`src/include/asr_pkg.sv`:
```
// package: pin timing constants and carrier types for the static memory controller
`default_nettype none
package asr_pkg;
    localparam int unsigned CLK_HZ            = 25_000_000;
    localparam int unsigned SUPPLY_SETTLE_US  = 100;
    localparam int unsigned SUPPLY_SETTLE_CYC =
        (SUPPLY_SETTLE_US * (CLK_HZ / 1_000_000));
    localparam int unsigned ADDR_W            = 16;
    localparam int unsigned DATA_W            = 16;
    localparam int unsigned LANE_W            = 8;
    localparam logic [1:0]  LANES_NONE        = 2'h0;

    typedef struct packed {
        logic              write;
        logic [1:0]        lanes;
        logic [ADDR_W-1:0] addr;
        logic [DATA_W-1:0] wdata;
    } asr_req_t;

    typedef struct packed {
        logic              chip_sel_n;
        logic              write_n;
        logic              out_drive_n;
        logic              low_lane_enable_n;
        logic              high_lane_enable_n;
        logic [ADDR_W-1:0] addr;
    } asr_pins_t;
endpackage
`default_nettype wire

```
`src/rtl/asr_settle_timer.sv`:
```
// power-up wait counter: raises done after a fixed number of clocks
`timescale 1ns/1ps
`default_nettype none
module asr_settle_timer #(
    parameter int unsigned CYCLES = 2500
) (
    input  wire logic clk,
    input  wire logic nrst,
    output logic      done
);
    localparam int unsigned CW = (CYCLES < 2) ? 1 : $clog2(CYCLES + 1);
    if (CYCLES < 1) begin : g_bad_cycles
        $error("asr_settle_timer: CYCLES must be at least 1");
    end

    logic [CW-1:0] cnt_r;
    logic [CW-1:0] cnt_nxt;
    logic          done_r;
    logic          done_nxt;

    always_comb begin
        cnt_nxt  = cnt_r;
        done_nxt = done_r;
        if (!done_r) begin
            if (cnt_r == CW'(CYCLES - 1)) begin
                done_nxt = 1'b1;
            end else begin
                cnt_nxt = cnt_r + CW'(1);
            end
        end
    end

    always_ff @(posedge clk or negedge nrst) begin
        if (!nrst) begin
            cnt_r  <= '0;
            done_r <= 1'b0;
        end else begin
            cnt_r  <= cnt_nxt;
            done_r <= done_nxt;
        end
    end

    assign done = done_r;
endmodule // asr_settle_timer
`default_nettype wire

```
`src/rtl/asr_ctrl.sv`:
```
// host controller for a 64K x 16 asynchronous static memory
`timescale 1ns/1ps
`default_nettype none
module asr_ctrl #(
    parameter int unsigned SETTLE_CYCLES = asr_pkg::SUPPLY_SETTLE_CYC,
    parameter int unsigned ACCESS_CYCLES = 1
) (
    input  wire logic                          clk,
    input  wire logic                          nrst,
    input  wire logic                          req_valid,
    input  wire asr_pkg::asr_req_t             req,
    output logic                               req_ready,
    output logic                               rsp_valid,
    output logic [asr_pkg::DATA_W-1:0]         rsp_rdata,
    output asr_pkg::asr_pins_t                 pins,
    input  wire logic [asr_pkg::DATA_W-1:0]    data_in,
    output logic [asr_pkg::DATA_W-1:0]         data_out,
    output logic [1:0]                         data_oe
);
    if (ACCESS_CYCLES < 1 || ACCESS_CYCLES > 255) begin : g_bad_access
        $error("asr_ctrl: ACCESS_CYCLES must be 1..255");
    end

    // ----------------------------------------------------------------
    // states
    // ----------------------------------------------------------------
    typedef enum logic [5:0] {
        ST_WAIT  = 6'h01,
        ST_IDLE  = 6'h02,
        ST_WSET  = 6'h04,
        ST_WEND  = 6'h08,
        ST_RACC  = 6'h10,
        ST_RDONE = 6'h20
    } asr_state_t;

    function automatic logic [asr_pkg::DATA_W-1:0] lane_merge(
        input logic [1:0]                 lanes,
        input logic [asr_pkg::DATA_W-1:0] d
    );
        logic [asr_pkg::DATA_W-1:0] m;
        m = '0;
        if (lanes[0]) m[asr_pkg::LANE_W-1:0] = d[asr_pkg::LANE_W-1:0];
        if (lanes[1]) m[asr_pkg::DATA_W-1:asr_pkg::LANE_W] = d[asr_pkg::DATA_W-1:asr_pkg::LANE_W];
        return m;
    endfunction

    logic settle_done;

    asr_settle_timer #(
        .CYCLES (SETTLE_CYCLES)
    ) u_settle (
        .clk  (clk),
        .nrst (nrst),
        .done (settle_done)
    );

    // ----------------------------------------------------------------
    // sequencer
    // ----------------------------------------------------------------
    asr_state_t                 st_r,    st_nxt;
    asr_pkg::asr_pins_t         pins_r,  pins_nxt;
    logic [asr_pkg::DATA_W-1:0] dout_r,  dout_nxt;
    logic [1:0]                 oe_r,    oe_nxt;
    logic [asr_pkg::DATA_W-1:0] rdat_r,  rdat_nxt;
    logic                       rv_r,    rv_nxt;
    logic [1:0]                 lanes_r, lanes_nxt;
    logic [7:0]                 cnt_r,   cnt_nxt;

    localparam asr_pkg::asr_pins_t PINS_IDLE = '{
        chip_sel_n: 1'b1, write_n: 1'b1, out_drive_n: 1'b1,
        low_lane_enable_n: 1'b1, high_lane_enable_n: 1'b1, addr: '0};

    assign req_ready = (st_r == ST_IDLE) && settle_done;

    always_comb begin
        st_nxt    = st_r;
        pins_nxt  = pins_r;
        dout_nxt  = dout_r;
        oe_nxt    = oe_r;
        rdat_nxt  = rdat_r;
        rv_nxt    = 1'b0;
        lanes_nxt = lanes_r;
        cnt_nxt   = cnt_r;
        case (st_r)
            ST_WAIT: begin
                if (settle_done) begin
                    st_nxt = ST_IDLE;
                end
            end
            ST_IDLE: begin
                if (req_valid && req_ready && req.lanes != asr_pkg::LANES_NONE) begin
                    // address and lanes set up together with select low
                    pins_nxt.addr               = req.addr;
                    pins_nxt.chip_sel_n         = 1'b0;
                    pins_nxt.low_lane_enable_n  = ~req.lanes[0];
                    pins_nxt.high_lane_enable_n = ~req.lanes[1];
                    lanes_nxt                   = req.lanes;
                    cnt_nxt                     = 8'(ACCESS_CYCLES);
                    if (req.write) begin
                        pins_nxt.out_drive_n = 1'b1;
                        pins_nxt.write_n     = 1'b0;
                        pins_nxt.write_n     = 1'b0;
                        dout_nxt             = req.wdata;
                        oe_nxt               = req.lanes;
                        st_nxt               = ST_WSET;
                    end else begin
                        pins_nxt.write_n     = 1'b1;
                        pins_nxt.out_drive_n = 1'b0;
                        oe_nxt               = 2'h0;
                        st_nxt               = ST_RACC;
                    end
                end else if (req_valid && req_ready) begin
                    rv_nxt = 1'b1;
                end
            end
            ST_WSET: begin
                cnt_nxt = cnt_r - 8'h01;
                if (cnt_r == 8'h01) begin
                    // only write strobe rises; select stays low one more cycle
                    pins_nxt.write_n = 1'b1;
                    st_nxt           = ST_WEND;
                end
            end
            ST_WEND: begin
                // data still driven on the edge after the write ended
                pins_nxt = PINS_IDLE;
                oe_nxt   = 2'h0;
                rv_nxt   = 1'b1;
                st_nxt   = ST_IDLE;
            end
            ST_RACC: begin
                cnt_nxt = cnt_r - 8'h01;
                if (cnt_r == 8'h01) begin
                    st_nxt = ST_RDONE;
                end
            end
            ST_RDONE: begin
                rdat_nxt = lane_merge(lanes_r, data_in);
                rv_nxt   = 1'b1;
                if (req_valid && settle_done && !req.write &&
                    req.lanes == lanes_r) begin
                    // address-driven follow-on read, strobes stay low
                    pins_nxt.addr = req.addr;
                    cnt_nxt       = 8'(ACCESS_CYCLES);
                    st_nxt        = ST_RACC;
                end else begin
                    pins_nxt = PINS_IDLE;
                    st_nxt   = ST_IDLE;
                end
            end
            default: begin
                pins_nxt = PINS_IDLE;
                oe_nxt   = 2'h0;
                st_nxt   = ST_WAIT;
            end
        endcase
    end

    always_ff @(posedge clk or negedge nrst) begin
        if (!nrst) begin
            st_r    <= ST_WAIT;
            pins_r  <= PINS_IDLE;
            dout_r  <= '0;
            oe_r    <= 2'h0;
            rdat_r  <= '0;
            rv_r    <= 1'b0;
            lanes_r <= 2'h0;
            cnt_r   <= 8'h00;
        end else begin
            st_r    <= st_nxt;
            pins_r  <= pins_nxt;
            dout_r  <= dout_nxt;
            oe_r    <= oe_nxt;
            rdat_r  <= rdat_nxt;
            rv_r    <= rv_nxt;
            lanes_r <= lanes_nxt;
            cnt_r   <= cnt_nxt;
        end
    end

    assign pins      = pins_r;
    assign data_out  = dout_r;
    assign data_oe   = oe_r;
    assign rsp_valid = rv_r;
    assign rsp_rdata = rdat_r;
endmodule // asr_ctrl
`default_nettype wire

```
`config.mk`:
```
export PLATFORM = sky130hd
export DESIGN_NAME = asr_ctrl
export DESIGN_NICKNAME = d
export VERILOG_FILES = /design/src/include/asr_pkg.sv /design/src/rtl/asr_settle_timer.sv /design/src/rtl/asr_ctrl.sv
export SDC_FILE = /design/constraint.sdc
export NUM_CORES = 1
export LEC_CHECK = 0
export ABC_AREA = 0
export BUFFER_PORTS_ARGS = -buffer_cell sky130_fd_sc_hd__buf_4
export CAP_MARGIN = 20
export CORE_MARGIN = 5
export CORE_UTILIZATION = 51
export DETAILED_ROUTE_END_ITERATION = 16
export GPL_ROUTABILITY_DRIVEN = 1
export PLACE_DENSITY = 0.79
export SKIP_CTS_REPAIR_TIMING = 1
export SLEW_MARGIN = 20
export SYNTH_ARGS = -nofsm -noshare
export SYNTH_HDL_FRONTEND = slang
export SYNTH_HIERARCHICAL = 1
export SYNTH_SLANG_ARGS = --single-unit
```
`constraint.sdc`:
```
create_clock -name clk -period 2.38 [get_ports clk]
set_clock_uncertainty 0.15 [all_clocks]
set_input_delay 0.119 -clock clk [delete_from_list [all_inputs] [get_ports clk]]
set_output_delay 0.119 -clock clk [all_outputs]
set_load 0.02 [all_outputs]
```
==> out/metrics.cfg, run 1 <==
[yosys]
yosysTopAreaCell = dfrtp_1
synth_edf_count = 0
avgSynthCellArea_um2 = 10.9
synth_area_leaders = dfrtp_1, mux2_2, nand2_1, o21ai_0, dfstp_2
synthDistinctLibCells = 51
yosysSeqAreaShare = 0.566
synth-main-ff-cell = dfrtp_1
ys_async_sr_fraction = 1.00
yosysTopAreaCellShare = 0.524
syn_inst = 346
ys_warn_count = 6
syn-num-nets = 404
syn_area_um2 = 3770
synth_seq_cells = 85

[timing]
timing.fmax_mhz = 454
slew_headroom = 0.636
min_period_ns = 2.20
slew_viol_final = 0
fin_crit_sh = 0.925
rsz0062_at_grt = no
setup_viol = 0
worstMarginPinSlew_ns = 0.542
hold_violations = 0
tns_ns = 0

[critical_path]
reg2reg_depth = 5
worst-setup-path-type = flip-flop to flip-flop
rrSetupSlack_ns = 0.18
end_kind = flip-flop
crit_fanout = 8
startpoint_type = flip-flop
arrival_ns = 2.28
crit_required_ns = 2.46

[clock_network]
clockBufferDepth = 2
cts_tree = yes
cts.clk_slew.worst_paths_ns = 0.09
htreeDepth = 3
clkSinkCount = 85
numCtsBuffers = 9
clock_latency_ns = 0.36
root_buffer = clkbuf_8

[floorplan]
die_y_um = 96.0
ios = 111
die_w_um = 96.0
fp.coreArea_um2 = 7210
start_util = 0.523
num_rows = 31
die-area_um2 = 9210

[outcome]
outcome = completed

[flow_run]
max-cap-violations = 0

[placed_design]
place_hpwl_mm = 6.67
place.gp.congestion = 0.879
numPortBuffers = 110
dpl_cell_area_um2 = 4750

[route]
drtIter0Drc = 223
vias_per_cell = 5.44
ant_nets = 0
avgRoutedWirePerCell_um = 16.9
dr_total_vias = 3387
routed.top_layer = met4
wl_met1_mm = 4.27
wl_met3_um = 800
routed_wl_mm = 10.5
drc = 0
wl_met2_mm = 5.21
first_pass_iters = 5

[final_layout]
antenna_cells = 0
nFillCells = 477
multi_input_area_um2 = 1530
drive_gt1_frac = 0.328
final_design_area_no_fill_um2 = 5460
most-common-layout-cells = buf_4, dfrtp_1, dlygate4sd3_1
syn2layout_area_growth_pct = 44.7
final_nets = 577
final_common_cell = buf_4
ff_latch_area_um2 = 2130

[pwr]
power_density_nw_per_um2 = 464
cellLeakagePower_nw = 2.60
ir_drop_uv = 274

[global_route]
first_global_vias = 3063
grt_pass1_wl_mm = 14.3
grt_max_degree = 44
grt_usage = 0.200
grt_antenna_before_repair = 0
grt_overflow = 0

[hold_path]
hold_path_class = primary input to asynchronous set/reset pin

-- state kept, by name, indices dropped and copies added (netlist names) --
register        count
data_out           16
data_oe             2
lanes_r             2
cnt_r               8
rsp_rdata          16
pins               21
rsp_valid           1
u_settle/cnt_r     12
u_settle/done       1
st_r                6
-- metrics by stage --
step / hold slack (ns) / utilization / std cells / setup WS, ns / total power, mW
after floorplan: -0.327 / - / 346 / 0.312 / 1.48
after global placement: -0.0166 / 0.658 / 554 / 0.231 / 1.57
after detailed placement: -0.00563 / 0.658 / 554 / 0.201 / 1.58
after CTS: -0.401 / 0.683 / 570 / 0.187 / 2.48
after global routing: 0.170 / 0.756 / 623 / 0.0445 / 2.64
final: 0.124 / 0.756 / 623 / 0.178 / 2.53
-- final timing paths --
path	start	endpoint
worst min register to register	u_settle/cnt_r[11]$_DFFE_PN0P_	u_settle/cnt_r[11]$_DFFE_PN0P_
worst min-delay path	nrst	rsp_rdata[11]$_DFFE_PN0N_
worst max-delay path	st_r[5]$_DFFE_PN0P_	cnt_r[1]$_DFFE_PN0P_
max in group asynchronous	nrst	rsp_rdata[3]$_DFFE_PN0N_
min in group clk	req[32]	pins[19]$_DFFE_PN1P_
worst max register to register	st_r[5]$_DFFE_PN0P_	cnt_r[1]$_DFFE_PN0P_
-- where the power goes --
part           switching (mW)  internal [mW]  total [mW]  leakage [nW]
sequential                  0           1.44        1.44          1.03
clock                   0.524          0.386       0.910        0.0791
combinational          0.0632          0.115       0.179          1.49
total                   0.587           1.94        2.53          2.60
-- synthesized netlist by cell type, types with 3 or more instances --
library cell and count:
dfrtp_1 79, nand2_1 47, o21ai_0 32, nor2_1 20, mux2_2 18, a22o_1 16
nand3_1 14, xor2_1 12, nor3_1 10, clkbuf_1 8, a21oi_1 6, dfstp_2 6
inv_1 5, o31ai_1 5, a31oi_1 4, buf_2 4, ha_1 4, o21ai_1 4
xnor2_1 4, nand4_1 3, nand4b_1 3, nor2b_1 3, nor4_1 3, or3_1 3
-- worst max-delay path, stage by stage, from the launching register on --
cell and delay (ns):
dfrtp_1 0.46, or3_1 0.40, or3_1 0.47, and3_4 0.25, or2_1 0.23, o2bb2ai_1 0.12
-- metal layers --
| layer | GRT usage | up-vias |
|---|---|---|
| li1 | - | 1582 |
| met1 | 0.262 | 1638 |
| met2 | 0.313 | 142 |
| met3 | 0.0618 | 25 |
| met4 | 0.0770 | 0 |
| met5 | 0 | - |
-- layout make-up --
type | instances | share of cell area
sequential | 85 | 0.391
multi-input combinational | 239 | 0.280
timing repair buffer | 179 | 0.271
clock buffer | 10 | 0.0234
tap | 99 | 0.0227
clock inverter | 6 | 0.00894
inverter | 5 | 0.00344
-- cells by family (layout without fill, tap and decap cells) --
| group | after synthesis | count (layout) | synth area share |
|---|---|---|---|
| simple gates | 122 | 122 | 0.161 |
| flops | 85 | 85 | 0.566 |
| compound gates | 78 | 78 | 0.135 |
| buf+inv | 22 | 200 | 0.0292 |
| mux | 19 | 19 | 0.0577 |
| xor+xnor | 16 | 16 | 0.0372 |
| fa+ha+maj | 4 | 4 | 0.0133 |
(Power assumes the default switching activity.)
==> run 2: changes to the inputs <==
--- a/config.mk
+++ b/config.mk
@@ -7,15 +7,13 @@
 export LEC_CHECK = 0
 export ABC_AREA = 0
 export BUFFER_PORTS_ARGS = -buffer_cell sky130_fd_sc_hd__buf_4
-export CAP_MARGIN = 20
+export CAP_MARGIN = 5
 export CORE_MARGIN = 5
-export CORE_UTILIZATION = 51
+export CORE_UTILIZATION = 30
 export DETAILED_ROUTE_END_ITERATION = 16
 export GPL_ROUTABILITY_DRIVEN = 1
-export PLACE_DENSITY = 0.79
 export SKIP_CTS_REPAIR_TIMING = 1
 export SLEW_MARGIN = 20
 export SYNTH_ARGS = -nofsm -noshare
 export SYNTH_HDL_FRONTEND = slang
-export SYNTH_HIERARCHICAL = 1
 export SYNTH_SLANG_ARGS = --single-unit
==> run 2 against run 1 <==
Register-to-register slack got worse by 0.05 ns. Fmax fell by 4.2%. Combinational power barely moved. Cell area up 1.5%. Flip-flop and latch count unchanged. Setup slack worse by 0.096 ns. Global-route usage decreased by 7.8 points. Clock power up 57%. Count of clock-buffer cells in the layout grew 3. Critical path type is now primary input to flip-flop.
==> out/metrics.cfg, run 2 <==
[final_layout]
drive_gt1_frac = 0.335
final_nets = 553
antenna_cells = 0
largest_register_ffs = 21
syn2layout_area_growth_pct = 50.8
final_common_cell = buf_4
utilization = 0.461
most-common-layout-cells = buf_4, dfrtp_1, dlygate4sd3_1

[clock_network]
clockBufferDepth = 2
cts.clk_slew.worst_paths_ns = 0.06
root_buffer = clkbuf_16
htreeDepth = 3
cts_tree = yes
clkSinkCount = 85
clock_latency_ns = 0.33
numCtsBuffers = 9

[global_route]
grt_pass1_wl_mm = 14.4
grt_antenna_before_repair = 0
grt_max_degree = 46
grt_overflow = 0
first_global_vias = 2934
grt_usage = 0.122

[timing]
setup_viol = 0
hold_violations = 0
slew_viol_final = 0
slew_headroom = 0.646
fin_crit_sh = 0.966
min_period_ns = 2.30
tns_ns = 0
rsz0062_at_grt = no
worstMarginPinSlew_ns = 0.531
timing.fmax_mhz = 435

[pwr]
ir_drop_uv = 375
power.share.combinational = 0.058
p_sw_mw = 0.596
cellLeakagePower_nw = 2.66
power.internal_mw = 2.46
pwr-share-seq = 0.473
pwr-share-clk = 0.469
switching_share = 0.195
power_density_nw_per_um2 = 552

[critical_path]
crit_fanout = 6
startpoint_type = primary input
end_kind = flip-flop
r2r-end = cnt_r[5]$_DFFE_PN0P_
worst-setup-path-type = primary input to flip-flop
reg2reg_depth = 4
rrSetupSlack_ns = 0.13
crit_required_ns = 2.44
arrival_ns = 2.36
regToRegStartpoint = st_r[1]$_DFFE_PN0P_

[floorplan]
ios = 111
die-area_um2 = 14600
start_util = 0.306
die_w_um = 121
num_rows = 40
fp.coreArea_um2 = 12000
die_y_um = 121

[yosys]
yosysSeqAreaShare = 0.581
ys_top_cells_by_count = dfrtp_1, nand2_1, o21ai_0
yosysTopAreaCellShare = 0.538
yosysTopAreaCell = dfrtp_1
syn_inst = 326
synth_seq_cells = 85
ys_async_sr_fraction = 1.00
synth_edf_count = 0
synth_area_leaders = dfrtp_1, mux2_2, nand2_1, a22o_1, dfstp_2
yosysMostFrequentCell = dfrtp_1
synth-main-ff-cell = dfrtp_1
avgSynthCellArea_um2 = 11.3
synthDistinctLibCells = 49
ys_warn_count = 0
syn-num-nets = 383
syn_area_um2 = 3670

[placed_design]
place.gp.congestion = 0.812
place_hpwl_mm = 6.63
numPortBuffers = 110

[route]
vias_per_cell = 4.73
first_pass_iters = 4
avgRoutedWirePerCell_um = 14.6
ant_nets = 0
dr_total_vias = 3062
drc = 0
drtIter0Drc = 103
routed_wl_mm = 9.48

[flow_run]
max-cap-violations = 0

[hold_path]
whs_endpoint = pins[18]$_DFFE_PN1P_
hold_start = req_valid
timing.hold.worst_path_depth = 3
hold_path_class = primary input to flip-flop

[outcome]
outcome = completed

run 2: cell types whose count changed after synthesis, moves of 3 or more:
cell | before | now
a21oi_1 | 6 | 3
a22o_1 | 16 | 19
buf_2 | 4 | 7
nand2_1 | 47 | 51
nor2_1 | 20 | 17
nor2b_1 | 3 | 0
nor3_1 | 10 | 6
o21ai_0 | 32 | 26
o21ai_1 | 4 | 0
o22ai_1 | 0 | 3
o31ai_1 | 5 | 1
xnor2_1 | 4 | 9
xor2_1 | 12 | 8
run 2: worst max path at each step:
stage | from | end | slack [ns]
2_1_floorplan | st_r[0]$_DFFE_PN1P_ | cnt_r[5]$_DFFE_PN0P_ | 0.13
3_3_place_gp | st_r[1]$_DFFE_PN0P_ | cnt_r[6]$_DFFE_PN0P_ | 0.17
3_5_place_dp | st_r[1]$_DFFE_PN0P_ | cnt_r[5]$_DFFE_PN0P_ | 0.13
4_1_cts | st_r[1]$_DFFE_PN0P_ | cnt_r[5]$_DFFE_PN0P_ | 0.11
5_1_grt | req[34] | cnt_r[5]$_DFFE_PN0P_ | 0.05
6_report | req[33] | cnt_r[5]$_DFFE_PN0P_ | 0.08
run 2: final cells by class:
class                   instances  area [µm²]
well taps                     147         184
repair buffers                176        1470
inverters                       3        11.3
clock inverters                 3        43.8
flip-flops and latches         85        2130
multi-input cells             221        1430
fillers                      1107        6470
clock buffers                  13         270
run 2: cell families after synthesis:
family,Yosys count,share of synthesized area
and+or+nand+nor,113,0.150
DFF,85,0.581
AOI/OAI and AO/OA,70,0.133
buffers and inverters,20,0.0300
muxes,18,0.0552
xor gates and xnor gates,17,0.0405
adders and majority gates,3,0.0102
run 2: per-layer routing:
layer / vias up / routed length (µm) / share of wire / GRT usage
met5: - / 0 / 0 / 0
li1: 1503 / - / - / -
met2: 106 / 4540 / 0.48 / 0.191
met1: 1438 / 4100 / 0.43 / 0.152
met3: 15 / 697 / 0.074 / 0.0571
met4: 0 / 142 / 0.015 / 0.0333
run 2: power groups by stage:
stage | Sequential [mW] | Combinational (mW) | Clock [mW]
finish | 1.45 | 0.176 | 1.43
global route | 1.44 | 0.194 | 1.53
CTS | 1.45 | 0.107 | 1.48
detailed placement | 1.47 | 0.107 | 0
global placement | 1.47 | 0.106 | 0
floorplan | 1.47 | 0.00220 | 0
run 2: through the flow:
| stage | hold WS (ns) | cells | power (mW) | worst slack, ns | cell area [µm²] |
|---|---|---|---|---|---|
| finish | 0.0155 | 648 | 3.06 | 0.0814 | 5540 |
| global route | 0.0280 | 648 | 3.17 | 0.0465 | 5540 |
| CTS | -0.370 | 595 | 3.03 | 0.111 | 5010 |
| detailed placement | -0.0128 | 579 | 1.58 | 0.132 | 4690 |
| global placement | -0.0120 | 579 | 1.58 | 0.167 | 4690 |
| floorplan | -0.327 | 326 | 1.47 | 0.130 | 3670 |
run 2: worst max-delay path: stages:
cell	delay, ns
dlygate4sd3_1	0.55
buf_4	0.16
xor2_1	0.15
or4_1	0.47
and2b_4	0.21
a311o_1	0.38
a211o_1	0.32
==> run 3: changes to the inputs <==
==> constraint.sdc (replaced) <==
create_clock -name clk -period 2.3 [get_ports clk]
set_clock_uncertainty 0.15 [all_clocks]
set_input_delay 0.115 -clock clk [delete_from_list [all_inputs] [get_ports clk]]
set_output_delay 0.115 -clock clk [all_outputs]
set_load 0.02 [all_outputs]
==> run 3 against run 2 <==
Via count rose by 0.72%. First-iteration DRC count rose by 51%. Sequential power rose by 3%. Register-to-register slack barely moved. Final cell count rose by 0.62%. Largest power group unchanged.
==> out/metrics.cfg, run 3 (same netlist as run 2, synthesis figures left out) <==
[pwr]
power_density_nw_per_um2 = 553
ir_drop_uv = 379
cellLeakagePower_nw = 2.66
power_mw = 3.06

[floorplan]
die_w_um = 121
ios = 111
num_rows = 40
die-area_um2 = 14600
die_y_um = 121
fp.coreArea_um2 = 12000
start_util = 0.306

[timing]
final.setup.worst_slack_ns = 0.0665
hold_violations = 0
slew_viol_final = 0
timing.hold.ws_ns = 0.00592
worstMarginPinSlew_ns = 0.699
fin_crit_sh = 0.971
rsz0062_at_grt = no
min_period_ns = 2.23
timing.fmax_mhz = 448
slew_headroom = 0.534
setup_viol = 0
tns_ns = 0

[final_layout]
ff_latch_area_um2 = 2130
most-common-layout-cells = buf_4, dfrtp_1, dlygate4sd3_1
nFillCells = 1103
utilization = 0.461
drive_gt1_frac = 0.337
antenna_cells = 0
final_design_area_no_fill_um2 = 5540
syn2layout_area_growth_pct = 50.8
final_common_cell = buf_4
final_nets = 557
multi_input_area_um2 = 1430
layout.cells.non_filler = 652
largest_register_ffs = 21

[hold_path]
timing.hold.worst_path_depth = 3
hold_start = req_valid
hold_path_class = primary input to flip-flop
whs_endpoint = pins[18]$_DFFE_PN1P_

[global_route]
grt_usage = 0.123
grt_antenna_before_repair = 0
grt_max_degree = 55
grt_pass1_wl_mm = 14.3
grt_overflow = 0
first_global_vias = 2907

[route]
ant_nets = 0
wl_met1_mm = 3.98
wl_met2_mm = 4.78
avgRoutedWirePerCell_um = 14.6
first_pass_iters = 4
drc = 0
drtIter0Drc = 156
vias_per_cell = 4.73
wl_met3_um = 695
routed.top_layer = met4
routed_wl_mm = 9.50
dr_total_vias = 3084

[critical_path]
rrSetupSlack_ns = 0.12
crit_fanout = 6
end_kind = flip-flop
startpoint_type = primary input
regToRegStartpoint = st_r[1]$_DFFE_PN0P_
reg2reg_depth = 4
arrival_ns = 2.29
crit_required_ns = 2.36
worst-setup-path-type = primary input to flip-flop
r2r-end = cnt_r[6]$_DFFE_PN0P_

[flow_run]
max-cap-violations = 0

[clock_network]
root_buffer = clkbuf_16
numCtsBuffers = 9
cts.clk_slew.worst_paths_ns = 0.06
clock_latency_ns = 0.33
cts_tree = yes
clockBufferDepth = 2
clkSinkCount = 85
htreeDepth = 3

[placed_design]
place.gp.congestion = 0.819
numPortBuffers = 110
numPlacedInstances = 583
dpl_worst_slack_ns = 0.0902
place_hpwl_mm = 6.63
dpl_cell_area_um2 = 4720

[outcome]
outcome = completed

==> run 3: layer usage <==
| layer | vias to the layer above | global-route usage |
|---|---|---|
| li1 | 1501 | - |
| met5 | - | 0 |
| met3 | 5 | 0.0561 |
| met4 | 0 | 0.0361 |
| met2 | 99 | 0.195 |
| met1 | 1479 | 0.150 |
==> run 3: final cells by class <==
class	count	area share
clock buffers	12	0.0427
clock inverters	4	0.00881
inverters	3	0.00203
multi-input cells	221	0.258
flip-flops and latches	85	0.385
well taps	147	0.0332
repair buffers	180	0.270
==> run 3: worst max-delay path by stage <==
stage          cells after the start                    from                   end
3_3_place_gp                       5  lanes_r[0]$_DFFE_PN0P_  cnt_r[6]$_DFFE_PN0P_
2_1_floorplan                      6     st_r[0]$_DFFE_PN1P_  cnt_r[5]$_DFFE_PN0P_
6_report                           7                 req[33]  cnt_r[6]$_DFFE_PN0P_
3_5_place_dp                       5  lanes_r[0]$_DFFE_PN0P_  cnt_r[6]$_DFFE_PN0P_
4_1_cts                            5  lanes_r[0]$_DFFE_PN0P_  cnt_r[6]$_DFFE_PN0P_
5_1_grt                            5    cnt_r[5]$_DFFE_PN0P_  pins[19]$_DFFE_PN1P_
==> run 3: power by group <==
group / internal (mW) / total (mW) / switching [mW]
Sequential: 1.50 / 1.50 / 0
Clock: 0.840 / 1.39 / 0.546
Combinational: 0.118 / 0.182 / 0.0637
Total: 2.45 / 3.06 / 0.609
==> run 3: critical path: stages <==
cell	delay [ns]
dlygate4sd3_1	0.54
buf_4	0.16
xor2_1	0.15
or4_1	0.46
and2b_4	0.21
a311o_1	0.34
a211o_1	0.31
